`src/design/isr_pkg.sv`:
```
/*
  Shared constants and types for the instrument status reporting block:
  bit positions of the operation and questionable registers, reset and
  preset values, command codes and the carriers that group related signals.
  Assumes one clock domain and that every file imports this package.
*/
package isr_pkg;

  // Register width
  localparam int unsigned REG_W = 16;

  // Operation register bit positions
  localparam int unsigned OPER_LIST_RUNNING_BIT        = 14;
  localparam int unsigned OPER_LIST_COMPLETE_BIT       = 12;
  localparam int unsigned OPER_SAMPLE_COMPLETE_BIT     = 11;
  localparam int unsigned OPER_CONSTANT_CURRENT_BIT    = 10;
  localparam int unsigned OPER_TRANSIENT_COMPLETE_BIT  = 9;
  localparam int unsigned OPER_CONSTANT_VOLTAGE_BIT    = 8;
  localparam int unsigned OPER_TRANSIENT_ARMED_BIT     = 6;
  localparam int unsigned OPER_WAITING_FOR_TRIGGER_BIT = 5;

  // Questionable register bit positions
  localparam int unsigned QUES_SINKING_ENERGY_BIT      = 14;
  localparam int unsigned QUES_CURRENT_ERROR_BIT       = 13;
  localparam int unsigned QUES_VOLTAGE_ERROR_BIT       = 12;
  localparam int unsigned QUES_SLAVE_ERROR_BIT         = 6;
  localparam int unsigned QUES_THERMAL_ERROR_BIT       = 3;
  localparam int unsigned QUES_CURRENT_MODE_ERROR_BIT  = 1;
  localparam int unsigned QUES_VOLTAGE_MODE_ERROR_BIT  = 0;

  // Bits that may latch into the questionable event register
  localparam logic [REG_W-1:0] QUES_LATCH_MASK = 16'h3000;

  // Values after reset
  localparam logic [REG_W-1:0] OPER_ENABLE_RESET = 16'h0000;
  localparam logic [REG_W-1:0] QUES_ENABLE_RESET = 16'h0000;
  localparam logic [REG_W-1:0] EVENT_RESET       = 16'h0000;

  // Values loaded by the preset command (8193 and 255)
  localparam logic [REG_W-1:0] OPER_ENABLE_PRESET = 16'h2001;
  localparam logic [REG_W-1:0] QUES_ENABLE_PRESET = 16'h00FF;

  // Synchroniser depth in cycles
  localparam int unsigned SYNC_STAGES = 2;

  // Status commands and queries
  typedef enum logic [3:0] {
    CMD_OPER_COND_QUERY,
    CMD_OPER_ENABLE_SET,
    CMD_OPER_ENABLE_QUERY,
    CMD_OPER_EVENT_QUERY,
    CMD_PRESET,
    CMD_QUES_EVENT_QUERY,
    CMD_QUES_COND_QUERY,
    CMD_QUES_ENABLE_SET,
    CMD_QUES_ENABLE_QUERY
  } isr_cmd_code_type;

  // One command from the parser
  typedef struct packed {
    logic             valid;
    isr_cmd_code_type code;
    logic [REG_W-1:0] data;
  } isr_cmd_type;

  // Live operating states
  typedef struct packed {
    logic list_running;
    logic list_complete;
    logic sample_complete;
    logic constant_current;
    logic transient_complete;
    logic constant_voltage;
    logic transient_armed;
    logic waiting_for_trigger;
  } isr_oper_cond_type;

  // Live questionable conditions
  typedef struct packed {
    logic sinking_energy;
    logic current_error;
    logic voltage_error;
    logic slave_error;
    logic thermal_error;
    logic current_mode_error;
    logic voltage_mode_error;
  } isr_ques_cond_type;

endpackage : isr_pkg

```
`src/design/isr_status.sv`:
```
/*
  Status reporting register bank: operation and questionable groups, each
  with a live condition register, a latched event register cleared on read
  and an enable mask that feeds a summary bit of the status byte.
  Assumes commands arrive one per cycle from a parser on the same clock and
  that the instrument state inputs come from outside this clock domain.
*/
// What this block does
// RULE1: Operation bits: 14,12,11,10,9,8,6,5 used
// RULE2: Status bit 7 ORs enabled operation events
// RULE3: Operation mask writable, query returns it unchanged
// RULE4: Operation events latch; read returns then clears
// RULE5: Questionable condition is live, not latched
// RULE6: Preset loads masks with 8193 and 255
// RULE7: Questionable events latch; read returns then clears
// RULE8: Only bits 13 and 12 latch questionable
// RULE9: Questionable bits: 14,13,12,6,3,1,0 used
// RULE10: Mode error bits 1 and 0 both allowed
// RULE11: Status bit 3 ORs enabled questionable events
// RULE12: Questionable mask writable and readable back
// RULE13: Mask bit one enables, zero disables
// RULE14: Operation condition is live, not latched
// RULE15: Operation event sets on rise, held until read
`timescale 1ns/1ps
module isr_status (
  // Clock and reset
  input  wire logic                       MCLK,
  input  wire logic                       RST_N,
  // Live instrument states
  input  wire isr_pkg::isr_oper_cond_type OPER_STATE,
  input  wire isr_pkg::isr_ques_cond_type QUES_STATE,
  // Command port from the parser
  input  wire isr_pkg::isr_cmd_type       CMD,
  // Answer port
  output logic                            RSP_VALID,
  output logic                            RSP_ERROR,
  output logic [isr_pkg::REG_W-1:0]       RSP_DATA,
  // Status byte summary bits
  output logic                            STB_OPER_SUMMARY,
  output logic                            STB_QUES_SUMMARY
);
  import isr_pkg::*;

  localparam int unsigned OPER_N = $bits(isr_oper_cond_type);
  localparam int unsigned QUES_N = $bits(isr_ques_cond_type);

  // Whole state of the block
  typedef struct packed {
    logic [REG_W-1:0] oper_prev;
    logic [REG_W-1:0] ques_prev;
    logic [REG_W-1:0] oper_event;
    logic [REG_W-1:0] ques_event;
    logic [REG_W-1:0] oper_enable;
    logic [REG_W-1:0] ques_enable;
    logic             rsp_valid;
    logic             rsp_error;
    logic [REG_W-1:0] rsp_data;
    logic             oper_summary;
    logic             ques_summary;
  } isr_state_type;

  isr_state_type     state_q;
  isr_state_type     state_d;

  isr_oper_cond_type oper_sync;
  isr_ques_cond_type ques_sync;
  logic [REG_W-1:0]  oper_cond;
  logic [REG_W-1:0]  ques_cond;
  logic [REG_W-1:0]  oper_rise;
  logic [REG_W-1:0]  ques_rise;
  logic              oper_event_rd;
  logic              ques_event_rd;

  // States come from other logic; bring them in through two flops
  isr_sync #(
    .WIDTH (OPER_N)
  ) u_oper_sync (
    .clk   (MCLK),
    .rst_n (RST_N),
    .din   (OPER_STATE),
    .dout  (oper_sync)
  );

  isr_sync #(
    .WIDTH (QUES_N)
  ) u_ques_sync (
    .clk   (MCLK),
    .rst_n (RST_N),
    .din   (QUES_STATE),
    .dout  (ques_sync)
  );

  // Place operation states at their bit positions, unused bits zero
  always_comb begin
    oper_cond                               = '0; // RULE1
    oper_cond[OPER_LIST_RUNNING_BIT]        = oper_sync.list_running; // RULE1
    oper_cond[OPER_LIST_COMPLETE_BIT]       = oper_sync.list_complete;
    oper_cond[OPER_SAMPLE_COMPLETE_BIT]     = oper_sync.sample_complete;
    oper_cond[OPER_CONSTANT_CURRENT_BIT]    = oper_sync.constant_current;
    oper_cond[OPER_TRANSIENT_COMPLETE_BIT]  = oper_sync.transient_complete;
    oper_cond[OPER_CONSTANT_VOLTAGE_BIT]    = oper_sync.constant_voltage;
    oper_cond[OPER_TRANSIENT_ARMED_BIT]     = oper_sync.transient_armed;
    oper_cond[OPER_WAITING_FOR_TRIGGER_BIT] = oper_sync.waiting_for_trigger;
  end

  // Place questionable conditions; both mode error bits may show at once
  always_comb begin
    ques_cond                              = '0; // RULE9
    ques_cond[QUES_SINKING_ENERGY_BIT]     = ques_sync.sinking_energy; // RULE9
    ques_cond[QUES_CURRENT_ERROR_BIT]      = ques_sync.current_error;
    ques_cond[QUES_VOLTAGE_ERROR_BIT]      = ques_sync.voltage_error;
    ques_cond[QUES_SLAVE_ERROR_BIT]        = ques_sync.slave_error;
    ques_cond[QUES_THERMAL_ERROR_BIT]      = ques_sync.thermal_error;
    ques_cond[QUES_CURRENT_MODE_ERROR_BIT] = ques_sync.current_mode_error; // RULE10
    ques_cond[QUES_VOLTAGE_MODE_ERROR_BIT] = ques_sync.voltage_mode_error; // RULE10
  end

  // Rising edges of conditions become events
  assign oper_rise = oper_cond & ~state_q.oper_prev; // RULE15
  // Mode errors settle transiently, so only current and voltage error latch
  assign ques_rise = ques_cond & ~state_q.ques_prev & QUES_LATCH_MASK; // RULE8

  // Read strobes of the clear-on-read registers
  assign oper_event_rd = CMD.valid && (CMD.code == CMD_OPER_EVENT_QUERY);
  assign ques_event_rd = CMD.valid && (CMD.code == CMD_QUES_EVENT_QUERY);

  // Next state: edge tracking, event latching, command decode, summaries
  always_comb begin
    state_d           = state_q;
    state_d.oper_prev = oper_cond;
    state_d.ques_prev = ques_cond;
    state_d.rsp_valid = 1'b0;
    state_d.rsp_error = 1'b0;

    // Event registers: a new event in the read cycle survives the clear
    if (oper_event_rd) begin
      state_d.oper_event = oper_rise; // RULE4
    end else begin
      state_d.oper_event = state_q.oper_event | oper_rise; // RULE15
    end
    if (ques_event_rd) begin
      state_d.ques_event = ques_rise; // RULE7
    end else begin
      state_d.ques_event = state_q.ques_event | ques_rise; // RULE7
    end

    // Command decode; every command gets one answer cycle
    if (CMD.valid) begin
      state_d.rsp_valid = 1'b1;
      state_d.rsp_data  = '0;
      case (CMD.code)
        CMD_OPER_COND_QUERY: begin
          state_d.rsp_data = oper_cond; // RULE14
        end
        CMD_OPER_ENABLE_SET: begin
          state_d.oper_enable = CMD.data; // RULE3
        end
        CMD_OPER_ENABLE_QUERY: begin
          state_d.rsp_data = state_q.oper_enable; // RULE3
        end
        CMD_OPER_EVENT_QUERY: begin
          state_d.rsp_data = state_q.oper_event; // RULE4
        end
        CMD_PRESET: begin
          state_d.oper_enable = OPER_ENABLE_PRESET; // RULE6
          state_d.ques_enable = QUES_ENABLE_PRESET; // RULE6
        end
        CMD_QUES_EVENT_QUERY: begin
          state_d.rsp_data = state_q.ques_event; // RULE7
        end
        CMD_QUES_COND_QUERY: begin
          state_d.rsp_data = ques_cond; // RULE5
        end
        CMD_QUES_ENABLE_SET: begin
          state_d.ques_enable = CMD.data; // RULE12
        end
        CMD_QUES_ENABLE_QUERY: begin
          state_d.rsp_data = state_q.ques_enable; // RULE12
        end
        default: begin
          state_d.rsp_error = 1'b1;
        end
      endcase
    end

    // Summaries follow the next event and mask values with no extra lag
    state_d.oper_summary = |(state_d.oper_event & state_d.oper_enable); // RULE2 RULE13
    state_d.ques_summary = |(state_d.ques_event & state_d.ques_enable); // RULE11 RULE13
  end

  // State register; masks start cleared so nothing reports until enabled
  always_ff @(posedge MCLK or negedge RST_N) begin
    if (!RST_N) begin
      state_q              <= '0;
      state_q.oper_enable  <= OPER_ENABLE_RESET;
      state_q.ques_enable  <= QUES_ENABLE_RESET;
      state_q.oper_event   <= EVENT_RESET;
      state_q.ques_event   <= EVENT_RESET;
    end else begin
      state_q <= state_d;
    end
  end

  // Outputs straight from flops
  assign RSP_VALID        = state_q.rsp_valid;
  assign RSP_ERROR        = state_q.rsp_error;
  assign RSP_DATA         = state_q.rsp_data;
  assign STB_OPER_SUMMARY = state_q.oper_summary;
  assign STB_QUES_SUMMARY = state_q.ques_summary;

endmodule : isr_status

```
`src/design/isr_sync.sv`:
```
/*
  Two-stage synchroniser for a group of level signals.
  Assumes the inputs are quasi-static levels; words are not kept coherent
  across bits, which is fine for independent status flags.
*/
`timescale 1ns/1ps
module isr_sync #(
  parameter int unsigned WIDTH = 8
) (
  // Clock and reset
  input  wire logic             clk,
  input  wire logic             rst_n,
  // Levels
  input  wire logic [WIDTH-1:0] din,
  output logic      [WIDTH-1:0] dout
);
  import isr_pkg::*;

  typedef struct packed {
    logic [WIDTH-1:0] meta;
    logic [WIDTH-1:0] stable;
  } isr_sync_state_type;

  isr_sync_state_type state_q;
  isr_sync_state_type state_d;

  // First stage feeds only the second
  always_comb begin
    state_d        = state_q;
    state_d.meta   = din;
    state_d.stable = state_q.meta;
  end

  always_ff @(posedge clk or negedge rst_n) begin
    if (!rst_n) begin
      state_q <= '0;
    end else begin
      state_q <= state_d;
    end
  end

  assign dout = state_q.stable;

endmodule : isr_sync

```
`config.mk`:
```
export PLATFORM = sky130hd
export DESIGN_NAME = isr_status
export DESIGN_NICKNAME = d
export VERILOG_FILES = /design/src/design/isr_pkg.sv /design/src/design/isr_status.sv /design/src/design/isr_sync.sv
export SDC_FILE = /design/constraint.sdc
export NUM_CORES = 1
export LEC_CHECK = 0
export ABC_CLOCK_PERIOD_IN_PS = 1450
export BUFFER_PORTS_ARGS = -buffer_cell sky130_fd_sc_hd__buf_4
export CAP_MARGIN = 5
export CORE_ASPECT_RATIO = 1.75
export CORE_MARGIN = 1.5
export CORE_UTILIZATION = 40
export DETAILED_ROUTE_END_ITERATION = 10
export HOLD_SLACK_MARGIN = 0.15
export PLACE_DENSITY = 0.59
export SKIP_LAST_GASP = 1
export SLEW_MARGIN = 20
export SYNTH_ARGS = -nofsm -noshare
export SYNTH_HDL_FRONTEND = slang
export SYNTH_SLANG_ARGS = --single-unit
export TNS_END_PERCENT = 1
```
`constraint.sdc`:
```
create_clock -name MCLK -period 1.45 [get_ports MCLK]
set_input_delay 0.29 -clock MCLK [delete_from_list [all_inputs] [get_ports MCLK]]
set_output_delay 0.29 -clock MCLK [all_outputs]
set_load 0.005 [all_outputs]
```
; Word-level counts from Yosys, hierarchy flattened
; Cells that the tools add are included.
[totals]
register_bits = 128
latch_bits = 0
ramBits = 0
mem_bits_ro = 0
in_bits = 38
n_memories = 0
[classes]
add_sub_neg = 0
n_mul = 0
div = 0
order_cmp = 0
n_eq_ne = 8
shift = 0
muxes = 7
bitwise = 8
reduce_logical = 6
[ops]
columns = operator, n
row1 = 16-bit one-hot mux with 6 select lines, 1
row2 = 16-bit one-hot mux with 2 select lines, 2
row3 = 50-bit 2-to-1 mux, 1
row4 = 16-bit AND, 2
row5 = 16-bit 2-to-1 mux, 2
row6 = 16-bit OR reduction, 2
row7 = 15-bit by 16-bit AND with 16-bit output, 1
row8 = "4-bit by 3-bit equality test with 1-bit output, second input constant", 4
row9 = 15-bit inverter with 16-bit output, 1
row10 = 16-bit by 14-bit OR with 16-bit output, 1
row11 = 16-bit OR, 1
row12 = 14-bit AND, 1
row13 = 14-bit inverter, 1
row14 = 9-bit OR reduction, 1
row15 = "4-bit by 2-bit equality test with 1-bit output, second input constant", 2
row16 = "4-bit by 1-bit equality test with 1-bit output, second input constant", 1
row17 = "4-bit equality test, second input constant", 1
row18 = 4-bit zero test, 1
row19 = 1-bit logical AND, 2
row20 = 1-bit 2-to-1 mux, 1

; Longest topological paths before layout
; Gate-level depths: netlist (run 1).
[depth]
depth_word = 6
mapped_depth = 8
mapped_depth_nobuf = 5

; Cells and area by module
; From an unflattened synthesis (run 1), not the netlist that was laid out.
[hier_totals]
cells_unflattened = 389
hier_area_um2 = 4848.4
[by_module_without_submodules]
columns = mod, instances, cells_each, area_per_inst_um2, seq_area_each_um2
row1 = isr_status, 1, 359, 4097.7, 2352.3
row2 = isr_sync at u_oper_sync, 1, 16, 400.4, 400.4
row3 = isr_sync at u_ques_sync, 1, 14, 350.3, 350.3

; Worst setup path before layout (run 1)
; OpenSTA, ideal clock, no wires.
[synth_path]
path_kind = input to register
start = input port CMD[18] in the netlist's numbering
end = register state_q, in the netlist STB_QUES_SUMMARY
setup_time_ps = 148
arrival_time_ps = 1592
path_slack_ps = -290
path_stages = 8
cell_sequence = buf_4 > buf_2 > nand3b_1 > clkbuf_1 > o21ai_0 > a21oi_1 > a2111oi_0 > nand4_1
[synth_rtl]
columns = item, line_no
row1 = "start, declared", isr_status.sv:33  ; input wire isr_pkg::isr_cmd_type CMD,
row2 = "end signal, assigned", isr_status.sv:200  ; state_q <= state_d;
row3 = "end, declared", isr_status.sv:62  ; isr_state_type state_q;

==> results.py, run 1 <==
metrics = {
    "outcome": {
        "outcome": "finished, violations left",
        "failed_checks": "negative setup slack",
    },
    "worst_setup_path": {
        "arrival_ns": 1.83,
        "path_max_fanout": 4,
        "worst_setup_path_end_kind": "register",
        "regToRegEndpoint": "RSP_DATA[6]",
        "required_ns": 1.72,
        "rr_startpoint": "u_oper_sync.dout[1]",
        "cp-start-kind": "primary input",
        "rrSetupSlack_ns": -0.08,
        "ff2ff_path_depth": 5,
        "path_class": "primary input to register",
    },
    "detailed_routing": {
        "dr.pass1.iters": 5,
        "first_iter_violations": 342,
        "wl_mm": 14.72,
        "wl_per_cell_um": 18.92,
        "ant_nets": 0,
        "vias_per_cell": 5.339,
        "drc": 0,
        "via_count": 4154,
    },
    "clock_tree": {
        "clock_latency_ns": 0.42,
        "clock_sinks": 124,
        "clockBufferDepth": 2,
        "cts.htree.levels": 4,
        "clk_pin_slew_ns": 0.06,
        "cts_tree": "built",
        "cts_buffers": 17,
        "cts-root-buf": "clkbuf_16",
    },
    "layout": {
        "areaGrowthSynthToFinish_pct": 41.67,
        "mostFrequentLayoutCell": "buf_4",
        "stdcell_area_mm2": 0.007363,
        "utilization": 0.5859,
        "drive_above_1_share": 0.3557,
        "num_antenna_cells": 0,
        "final_cells": 778,
        "fill_cells": 1071,
        "layout.nets": 635,
        "final_cell_mix": "buf_4 (152), dfrtp_1 (124), nand2_1 (38)",
    },
    "power_and_ir_drop": {
        "power.density_mw_per_mm2": 1291,
        "p_leak_nw": 3.395,
        "vdd.ir_drop.worst_uv": 759.9,
        "power_mw": 9.507,
    },
    "die": {
        "die_y_um": 153.8,
        "rows": 54,
        "die_x_um": 89.17,
        "initial_core_util": 0.4136,
        "pin_count": 58,
        "dieArea_mm2": 0.01371,
        "core_area_mm2": 0.01257,
    },
    "min_path": {
        "holdPathEnd": "state_q[32]",
        "min_path_type": "primary input to register",
        "holdPathStages": 3,
        "worstHoldStart": "CMD[12]",
    },
    "timing": {
        "fmax_ghz": 0.6414,
        "tns_ns": -0.3255,
        "worst_hold_slack_ns": 0.1837,
        "max-slew-margin-rel": 0.6542,
        "hold_viol": 0,
        "clock-skew-final_ns": 0.007591,
        "slew_viol_final": 0,
        "fin_crit_ns": 1.559,
        "rsz0062_at_grt": "true",
        "fin_crit_sh": 1.075,
        "setup_viol": 6,
        "worst_pin_slew_ns": 0.5187,
        "setup_slack_ns": -0.1091,
    },
    "placed_design": {
        "dp_cells": 716,
        "gp_congestion": 0.8853,
        "dp_slack_ns": -0.6770,
        "dp_hpwl_mm": 10.79,
        "placed_area_mm2": 0.006354,
        "io_buffers": 57,
    },
    "global_route": {
        "grt_max_degree": 41,
        "globalRouteTotalUtil": 0.2308,
        "antenna_found_initial": 0,
        "grt_pass1_vias": 4224,
        "grt_pass1_wl_mm": 23.18,
        "grt-ovfl-total": 0,
    },
    "logic_synthesis": {
        "synth_cells": 439,
        "syn-cell-area_mm2": 0.005197,
        "ys_dominant_reg_cell": "dfrtp_1",
        "synth-seq-area-share": 0.5970,
        "synth_seq_cells": 124,
        "synth_edf_count": 0,
        "ys_warn_count": 0,
        "ys_async_sr_fraction": 1.000,
        "synth_area_per_cell_um2": 11.84,
        "synthDistinctLibCells": 52,
        "syn_nets": 477,
    },
    "flow_run": {
        "drv_cap": 0,
    },
}
-- cells in the mapped netlist (2+ instances only) --
master	number	share of area
inv_1	12	0.0087
o21a_1	2	0.0029
mux2i_1	3	0.0058
clkbuf_1	12	0.0087
o22ai_1	2	0.0024
o22a_1	8	0.013
a2111oi_0	2	0.0034
a21boi_0	8	0.012
nor2b_1	4	0.0048
a32o_1	6	0.012
o2111a_1	3	0.0065
and2_1	8	0.0096
o221ai_1	5	0.0084
a22o_1	18	0.030
and3_1	3	0.0036
a21oi_1	9	0.0087
o21ai_1	2	0.0019
a221oi_1	4	0.0067
nor2_1	11	0.0079
a222oi_1	8	0.015
o221a_2	2	0.0043
mux2_2	6	0.013
o2bb2ai_1	13	0.022
a21o_1	2	0.0029
nand2_2	2	0.0024
nand4_1	2	0.0024
buf_2	9	0.0087
nand2b_1	10	0.012
dfrtp_1	124	0.60
a2111oi_1	4	0.0077
nand2_1	38	0.027
buf_4	22	0.032
a22oi_1	11	0.016
o21ai_0	30	0.029
nand3b_1	2	0.0029
nand3_1	16	0.015
-- worst max-delay path, stage by stage --
cell,delay (ns)
buf_4,0.12
or3b_4,0.40
or2_4,0.26
a32o_2,0.26
a2111oi_4,0.37
nand4_1,0.13
-- what timing repair did --
item / CTS / global route
cloned: 0 / 0
endpoints found under the setup margin: 10 / 18
hold buffers: 27 / 0
setup buffers: 0 / 3
pin swaps: 5 / 3
hold endpoints to repair: 150 / 0
resized for setup: 14 / 20
-- worst max path at each step --
stage            start               end
2_1_floorplan  CMD[18]  STB_OPER_SUMMARY
3_3_place_gp   CMD[19]  STB_OPER_SUMMARY
3_5_place_dp   CMD[17]  STB_QUES_SUMMARY
4_1_cts        CMD[19]  STB_OPER_SUMMARY
5_1_grt        CMD[19]  STB_OPER_SUMMARY
6_report       CMD[19]  STB_OPER_SUMMARY
-- report_power, final --
group	switching, mW	total, mW	internal (mW)
sequential	0.161	3.89	3.73
combinational	0.581	1.25	0.667
clock	1.64	4.36	2.73
-- sequential cells by signal, indices dropped and copies added, names as in the netlist --
name / count
u_oper_sync.state_d: 8
u_oper_sync.dout: 8
STB_OPER_SUMMARY: 1
RSP_DATA: 16
RSP_VALID: 1
STB_QUES_SUMMARY: 1
state_q: 74
u_ques_sync.state_d: 7
RSP_ERROR: 1
u_ques_sync.dout: 7
-- per-layer routing --
metal  wire (µm)  vias up  track usage
li1            -     1932            -
met1        6012     2102       0.2760
met2        7886       98       0.3960
met3         481       22      0.05314
met4         342        0      0.08352
met5           0        -            0
-- final cells by class --
| class | instances | area [µm²] | area share |
|---|---|---|---|
| multi-input combinational | 259 | 1906 | 0.2588 |
| clock inverter | 15 | 187.7 | 0.02549 |
| tap | 168 | 210.2 | 0.02855 |
| sequential | 124 | 3103 | 0.4214 |
| clock buffer | 17 | 425.4 | 0.05777 |
| timing repair buffer | 183 | 1483 | 0.2014 |
| inverter | 12 | 48.80 | 0.006627 |
-- cell families after synthesis --
group | count (synthesis) | synth area share
buf+inv | 56 | 0.05874
mux | 9 | 0.01878
flops | 124 | 0.5970
compound gates | 142 | 0.2099
xor+xnor | 2 | 0.004816
simple gates | 106 | 0.1107
Note: power is estimated with default switching activity, not from simulation.
==> run 2: changes to the inputs <==
--- a/config.mk
+++ b/config.mk
@@ -5,6 +5,7 @@
 export SDC_FILE = /design/constraint.sdc
 export NUM_CORES = 1
 export LEC_CHECK = 0
+export ABC_AREA = 1
 export ABC_CLOCK_PERIOD_IN_PS = 1450
 export BUFFER_PORTS_ARGS = -buffer_cell sky130_fd_sc_hd__buf_4
 export CAP_MARGIN = 5
==> run 2 against run 1 <==
Against the previous run:
- the run now ends clean
- design area decreased by 6.1%
- sequential share of layout area rose by 2.7 points
- wire length is 14% lower
- combinational power down 26%
- first-iteration DRC count decreased by 37%
- die area rose by 1.7%
- largest cell class unchanged
- largest power group is now sequential cells
==> results.py, run 2 <==
metrics = {
    "placed_design": {
        "dp_slack_ns": -0.3108,
        "gp_congestion": 0.8329,
        "dp_cells": 837,
        "io_buffers": 57,
        "dp_hpwl_mm": 8.942,
    },
    "layout": {
        "utilization": 0.5344,
        "final_cells": 899,
        "largest_reg_flops": 74,
        "num_antenna_cells": 0,
        "top_register": "state_q",
        "areaGrowthSynthToFinish_pct": 30.76,
        "layout.nets": 755,
        "drive_above_1_share": 0.2074,
        "final_cell_mix": "nand2_1 (218), dfrtp_1 (124), buf_4 (99)",
        "fill_cells": 1237,
        "mostFrequentLayoutCell": "nand2_1",
    },
    "global_route": {
        "antenna_found_initial": 0,
        "grt_pass1_vias": 4128,
        "grt-ovfl-total": 0,
        "grt_pass1_wl_mm": 20.72,
        "globalRouteTotalUtil": 0.1923,
        "grt_max_degree": 51,
    },
    "detailed_routing": {
        "first_iter_violations": 216,
        "drc": 0,
        "wl_per_cell_um": 14.09,
        "via_count": 4148,
        "ant_nets": 0,
        "vias_per_cell": 4.614,
        "dr.pass1.iters": 5,
        "wl_mm": 12.67,
    },
    "logic_synthesis": {
        "yosysTopAreaCellShare": 0.5868,
        "synthSimpleGateAreaFrac": 0.2638,
        "synth_seq_cells": 124,
        "syn-cell-area_mm2": 0.005288,
        "synthDistinctLibCells": 25,
        "synth_cells": 600,
        "synth_edf_count": 0,
        "synth_compound_area_frac": 0.04401,
        "synth_adder_area_share": 0,
        "ys_warn_count": 0,
        "yosys.area_share.xor_xnor": 0,
        "yosysMostFrequentCell": "nand2_1",
        "ys_async_sr_fraction": 1.000,
        "synth-seq-area-share": 0.5868,
        "synth_area_per_cell_um2": 8.813,
        "ys_dominant_reg_cell": "dfrtp_1",
        "synth_area_leaders": "dfrtp_1 (59%), nand2_1 (15%), nand3_1 (6.0%)",
        "yosys.area.top_type": "dfrtp_1",
        "synth_mux_area_frac": 0,
        "synth_top_family_by_area": "simple AND/OR/NAND/NOR gates",
        "synth_common_cells": "nand2_1 (218), dfrtp_1 (124), inv_1 (77)",
        "syn_nets": 638,
    },
    "outcome": {
        "outcome": "completed",
    },
    "worst_setup_path": {
        "worst_path_max_delay_cell": "dfrtp_1",
        "required_ns": 1.16,
        "path_buf_inv": 1,
        "crit_family": "flip-flops",
        "cp_cell_sequence": "buf_4",
        "worst_setup_path_end_kind": "output pin",
        "worstSetupPathDepth": 1,
        "path_max_fanout": 1,
        "cp-start-kind": "register",
        "ff2ff_path_depth": 4,
        "rr_startpoint": "u_oper_sync.dout[1]",
        "slowest_delay_ns": 0.42,
        "crit_path_start": "STB_OPER_SUMMARY",
        "arrival_ns": 0.98,
        "path_class": "register to output pin",
    },
    "power_and_ir_drop": {
        "switchingPower_mw": 2.079,
        "vdd.ir_drop.worst_uv": 830.6,
        "seqPwrFrac": 0.448,
        "power.density_mw_per_mm2": 1252,
        "power_frac_clock": 0.445,
        "switching_share": 0.2402,
        "p_int_mw": 6.576,
        "p_leak_nw": 3.757,
        "pwr-share-comb": 0.107,
    },
    "timing": {
        "setup_viol": 0,
        "slew_viol_final": 0,
        "fin_crit_ns": 1.269,
        "setup_slack_ns": 0.1806,
        "clock-skew-final_ns": 0.003796,
        "max-slew-margin-rel": 0.7502,
        "fin_crit_sh": 0.8755,
        "tns_ns": 0,
        "worst_pin_slew_ns": 0.3747,
        "hold_viol": 0,
        "rsz0062_at_grt": "false",
        "fmax_ghz": 0.7878,
    },
    "clock_tree": {
        "clk_pin_slew_ns": 0.05,
        "cts.repair.resized": 0,
        "clock_sinks": 124,
        "clock_latency_ns": 0.40,
        "clockBufferDepth": 2,
        "cts.htree.levels": 4,
        "cts_buffers": 17,
        "cts-root-buf": "clkbuf_16",
        "cts_tree": "built",
    },
    "min_path": {
        "worstHoldStart": "CMD[6]",
        "min_path_type": "primary input to register",
        "holdPathStages": 3,
    },
    "die": {
        "initial_core_util": 0.4087,
        "core_area_mm2": 0.01294,
        "die_x_um": 89.91,
        "pin_count": 58,
        "dieArea_mm2": 0.01394,
        "rows": 55,
        "die_y_um": 155.1,
    },
    "flow_run": {
        "drv_cap": 0,
    },
}
[run 2: path summary, 6_finish.rpt]
| check | end | slack [ns] |
|---|---|---|
| setup / recovery | STB_OPER_SUMMARY | 0.18 |
| hold / removal | state_q[42] | 0.16 |
| setup reg to reg | RSP_DATA[6] | 0.29 |
| hold reg to reg | u_oper_sync.dout[1] | 0.34 |
| max in group asynchronous | RSP_DATA[1] | 0.56 |
| min in group asynchronous | u_oper_sync.state_d[3] | 0.32 |
[run 2: layer usage]
metal  up-vias  share of wire  track usage
met5         -              0            0
met4         0          0.024      0.08012
met3        24          0.045      0.04497
met2       122           0.49       0.3184
li1       2065              -            -
met1      1937           0.44       0.2420
[run 2: through the flow]
stage / hold slack, ns / power, mW / instance area, µm²
2_1_floorplan: -0.005591 / 4.369 / 5288
3_3_place_gp: 0.2028 / 4.772 / 6062
3_5_place_dp: 0.2111 / 4.800 / 6062
4_1_cts: 0.1561 / 8.732 / 6847
5_1_grt: 0.1723 / 9.069 / 6914
6_report: 0.1648 / 8.655 / 6914
[run 2: kinds of logic (layout without fill, tap and decap cells)]
logic type / after synthesis / after routing
buffers and inverters: 116 / 243
flip-flops: 124 / 124
AND/OR/NAND/NOR: 315 / 316
AO/OA/AOI/OAI: 45 / 45
[run 2: area by class of cell]
type                    count  area (µm²)  share of cell area
clock inverters             8       70.07             0.01013
well taps                 171       214.0             0.03094
repair buffers            130        1114              0.1611
clock buffers              22       464.2             0.06714
inverters                  83       311.5             0.04506
multi-input cells         361        1638              0.2369
flip-flops and latches    124        3103              0.4488
[run 2: what timing repair did]
action                                  CTS  global route
endpoints found under the setup margin    0             1
hold buffers                             25             0
buffers inserted                          0             6
endpoints found under the hold margin   133             0
[run 2: power groups by stage]
stage                     clock (mW)  combinational (mW)  sequential (mW)
after detailed placement           0               0.869             3.93
after global routing            4.11                1.05             3.91
after floorplan                    0               0.479             3.89
after global placement             0               0.850             3.92
after CTS                       3.93               0.928             3.88
final                           3.85               0.927             3.88
==> run 3: changes to the inputs <==
--- a/config.mk
+++ b/config.mk
@@ -6,7 +6,7 @@
 export NUM_CORES = 1
 export LEC_CHECK = 0
 export ABC_AREA = 1
-export ABC_CLOCK_PERIOD_IN_PS = 1450
+export ABC_CLOCK_PERIOD_IN_PS = 1200
 export BUFFER_PORTS_ARGS = -buffer_cell sky130_fd_sc_hd__buf_4
 export CAP_MARGIN = 5
 export CORE_ASPECT_RATIO = 1.75
==> constraint.sdc (replaced) <==
create_clock -name MCLK -period 1.2 [get_ports MCLK]
set_input_delay 0.24 -clock MCLK [delete_from_list [all_inputs] [get_ports MCLK]]
set_output_delay 0.24 -clock MCLK [all_outputs]
set_load 0.005 [all_outputs]
==> run 3 against run 2 <==
Against the previous run:
- non-clock buffer count rose by 21
- register-to-register slack got worse by 0.22 ns
- design area rose by 9.1%
- critical path depth rose by 12
- via count rose by 7.7%
==> results.py, run 3 (same netlist as run 2, synthesis figures left out) <==
metrics = {
    "outcome": {
        "outcome": "completed",
    },
    "power_and_ir_drop": {
        "power_mw": 10.82,
        "power.density_mw_per_mm2": 1434,
        "vdd.ir_drop.worst_uv": 1193,
        "p_leak_nw": 3.954,
    },
    "timing": {
        "fin_crit_sh": 0.9953,
        "fin_crit_ns": 1.194,
        "setup_slack_ns": 0.005693,
        "clock-skew-final_ns": 0.004381,
        "setup_viol": 0,
        "rsz0062_at_grt": "true",
        "worst_pin_slew_ns": 0.3929,
        "hold_viol": 0,
        "fmax_ghz": 0.8373,
        "max-slew-margin-rel": 0.7380,
        "slew_viol_final": 0,
        "tns_ns": 0,
    },
    "clock_tree": {
        "cts-root-buf": "clkbuf_16",
        "clockBufferDepth": 2,
        "cts_tree": "built",
        "cts.htree.levels": 4,
        "cts_buffers": 17,
        "clock_sinks": 124,
        "clk_pin_slew_ns": 0.05,
        "clock_latency_ns": 0.41,
    },
    "global_route": {
        "busiest_layer": "met2",
        "grt_max_degree": 66,
        "grt-ovfl-total": 0,
        "globalRouteTotalUtil": 0.2046,
        "grt_pass1_vias": 4308,
        "use_met1": 0.2538,
        "grtUsageMet3": 0.03861,
        "grt_pass1_wl_mm": 21.77,
        "antenna_found_initial": 0,
        "grt_util_met2": 0.3475,
    },
    "detailed_routing": {
        "wl_mm": 14.58,
        "wl_per_cell_um": 15.80,
        "first_iter_violations": 311,
        "vias_per_cell": 4.839,
        "via_count": 4466,
        "drc": 0,
        "dr.pass1.iters": 5,
        "ant_nets": 0,
    },
    "layout": {
        "top_register": "state_q",
        "num_antenna_cells": 0,
        "layout.nets": 778,
        "largest_reg_flops": 74,
        "drive_above_1_share": 0.3045,
        "final_cell_mix": "nand2_1 (191), dfrtp_1 (124), buf_4 (91)",
        "fill_cells": 1155,
        "mostFrequentLayoutCell": "nand2_1",
        "areaGrowthSynthToFinish_pct": 42.69,
    },
    "die": {
        "pin_count": 58,
        "core_area_mm2": 0.01294,
        "die_y_um": 155.1,
        "rows": 55,
        "die_x_um": 89.91,
        "initial_core_util": 0.4087,
        "dieArea_mm2": 0.01394,
    },
    "worst_setup_path": {
        "cp-start-kind": "primary input",
        "worst_setup_path_end_kind": "register",
        "required_ns": 1.50,
        "path_max_fanout": 5,
        "path_class": "primary input to register",
        "arrival_ns": 1.49,
    },
    "placed_design": {
        "io_buffers": 57,
        "dp_hpwl_mm": 9.277,
        "dp_slack_ns": -0.5213,
        "gp_congestion": 0.8829,
    },
    "flow_run": {
        "drv_cap": 0,
    },
    "min_path": {
        "min_path_type": "primary input to register",
    },
}
==> run 3: cell count changes in the layout (fill, tap and decap cells not counted), moves of 8 or more <==
cell / before / now
nand3_1: 63 / 48
inv_1: 77 / 68
buf_4: 99 / 91
nand2_1: 218 / 191
nand3_2: 5 / 18
buf_6: 0 / 11
nand2_2: 4 / 28
==> run 3: repair_timing <==
action                     in CTS  in global routing
resized for setup               3                 90
setup endpoints to repair       1                 14
buffers inserted                3                 15
pin swaps                       5                 51
cloned                          1                  7
hold endpoints to repair      164                  4
hold buffers                   29                  2
==> run 3: routing by layer <==
layer	vias to the layer above	share of wire	routed length (µm)
li1	2130	-	-
met1	2144	0.41	5976
met2	159	0.52	7568
met3	33	0.043	622
met4	0	0.028	415
met5	-	0	0
==> run 3: final cells by class <==
class | count | area (µm²) | share of cell area
Clock buffer | 18 | 429.2 | 0.05688
Clock inverter | 13 | 121.4 | 0.01609
Inverter | 83 | 324.1 | 0.04295
Multi-Input combinational cell | 363 | 1861 | 0.2466
Sequential cell | 124 | 3103 | 0.4113
Tap cell | 171 | 214.0 | 0.02836
Timing Repair Buffer | 151 | 1493 | 0.1978
==> run 3: worst max-delay path, cell delays in order <==
cell	delay, ns
buf_8	0.09
inv_4	0.04
nor2_4	0.17
nand3_4	0.19
buf_12	0.19
nand3_2	0.06
nand2_1	0.08
nand2_1	0.11
nand2_1	0.07
inv_1	0.05
nand2_1	0.06
nor2_2	0.08
nand2_1	0.06
==> run 3: path summary, 6_finish.rpt <==
kind | startpoint | endpoint | slack [ns] | depth (start not counted)
min in group asynchronous | RST_N | STB_QUES_SUMMARY | 0.41 | 3
max in group asynchronous | RST_N | state_q[29] | 0.46 | 3
min reg2reg | u_ques_sync.state_d[5] | u_ques_sync.dout[5] | 0.34 | 0
min | CMD[11] | state_q[31] | 0.12 | 3
max reg2reg | u_oper_sync.dout[1] | RSP_DATA[6] | 0.07 | 4
max | CMD[18] | STB_QUES_SUMMARY | 0.006 | 13
==> run 3: per-stage QoR <==
| stage | cells | hold slack, ns | instance area, µm² | utilization |
|---|---|---|---|---|
| after floorplan | 600 | -0.05559 | 5311 | - |
| after global placement | 838 | 0.2975 | 6120 | 0.4730 |
| after detailed placement | 838 | 0.3005 | 6120 | 0.4730 |
| after CTS | 902 | 0.06220 | 6993 | 0.5405 |
| after global routing | 923 | 0.1261 | 7545 | 0.5832 |
| final | 923 | 0.1166 | 7545 | 0.5832 |
==> run 3: where the power goes <==
| group | total, mW | internal [mW] | switching, mW |
|---|---|---|---|
| Combinational | 1.39 | 0.660 | 0.727 |
| Sequential | 4.70 | 4.52 | 0.184 |
| Clock | 4.73 | 2.84 | 1.89 |
| Total | 10.8 | 8.02 | 2.80 |
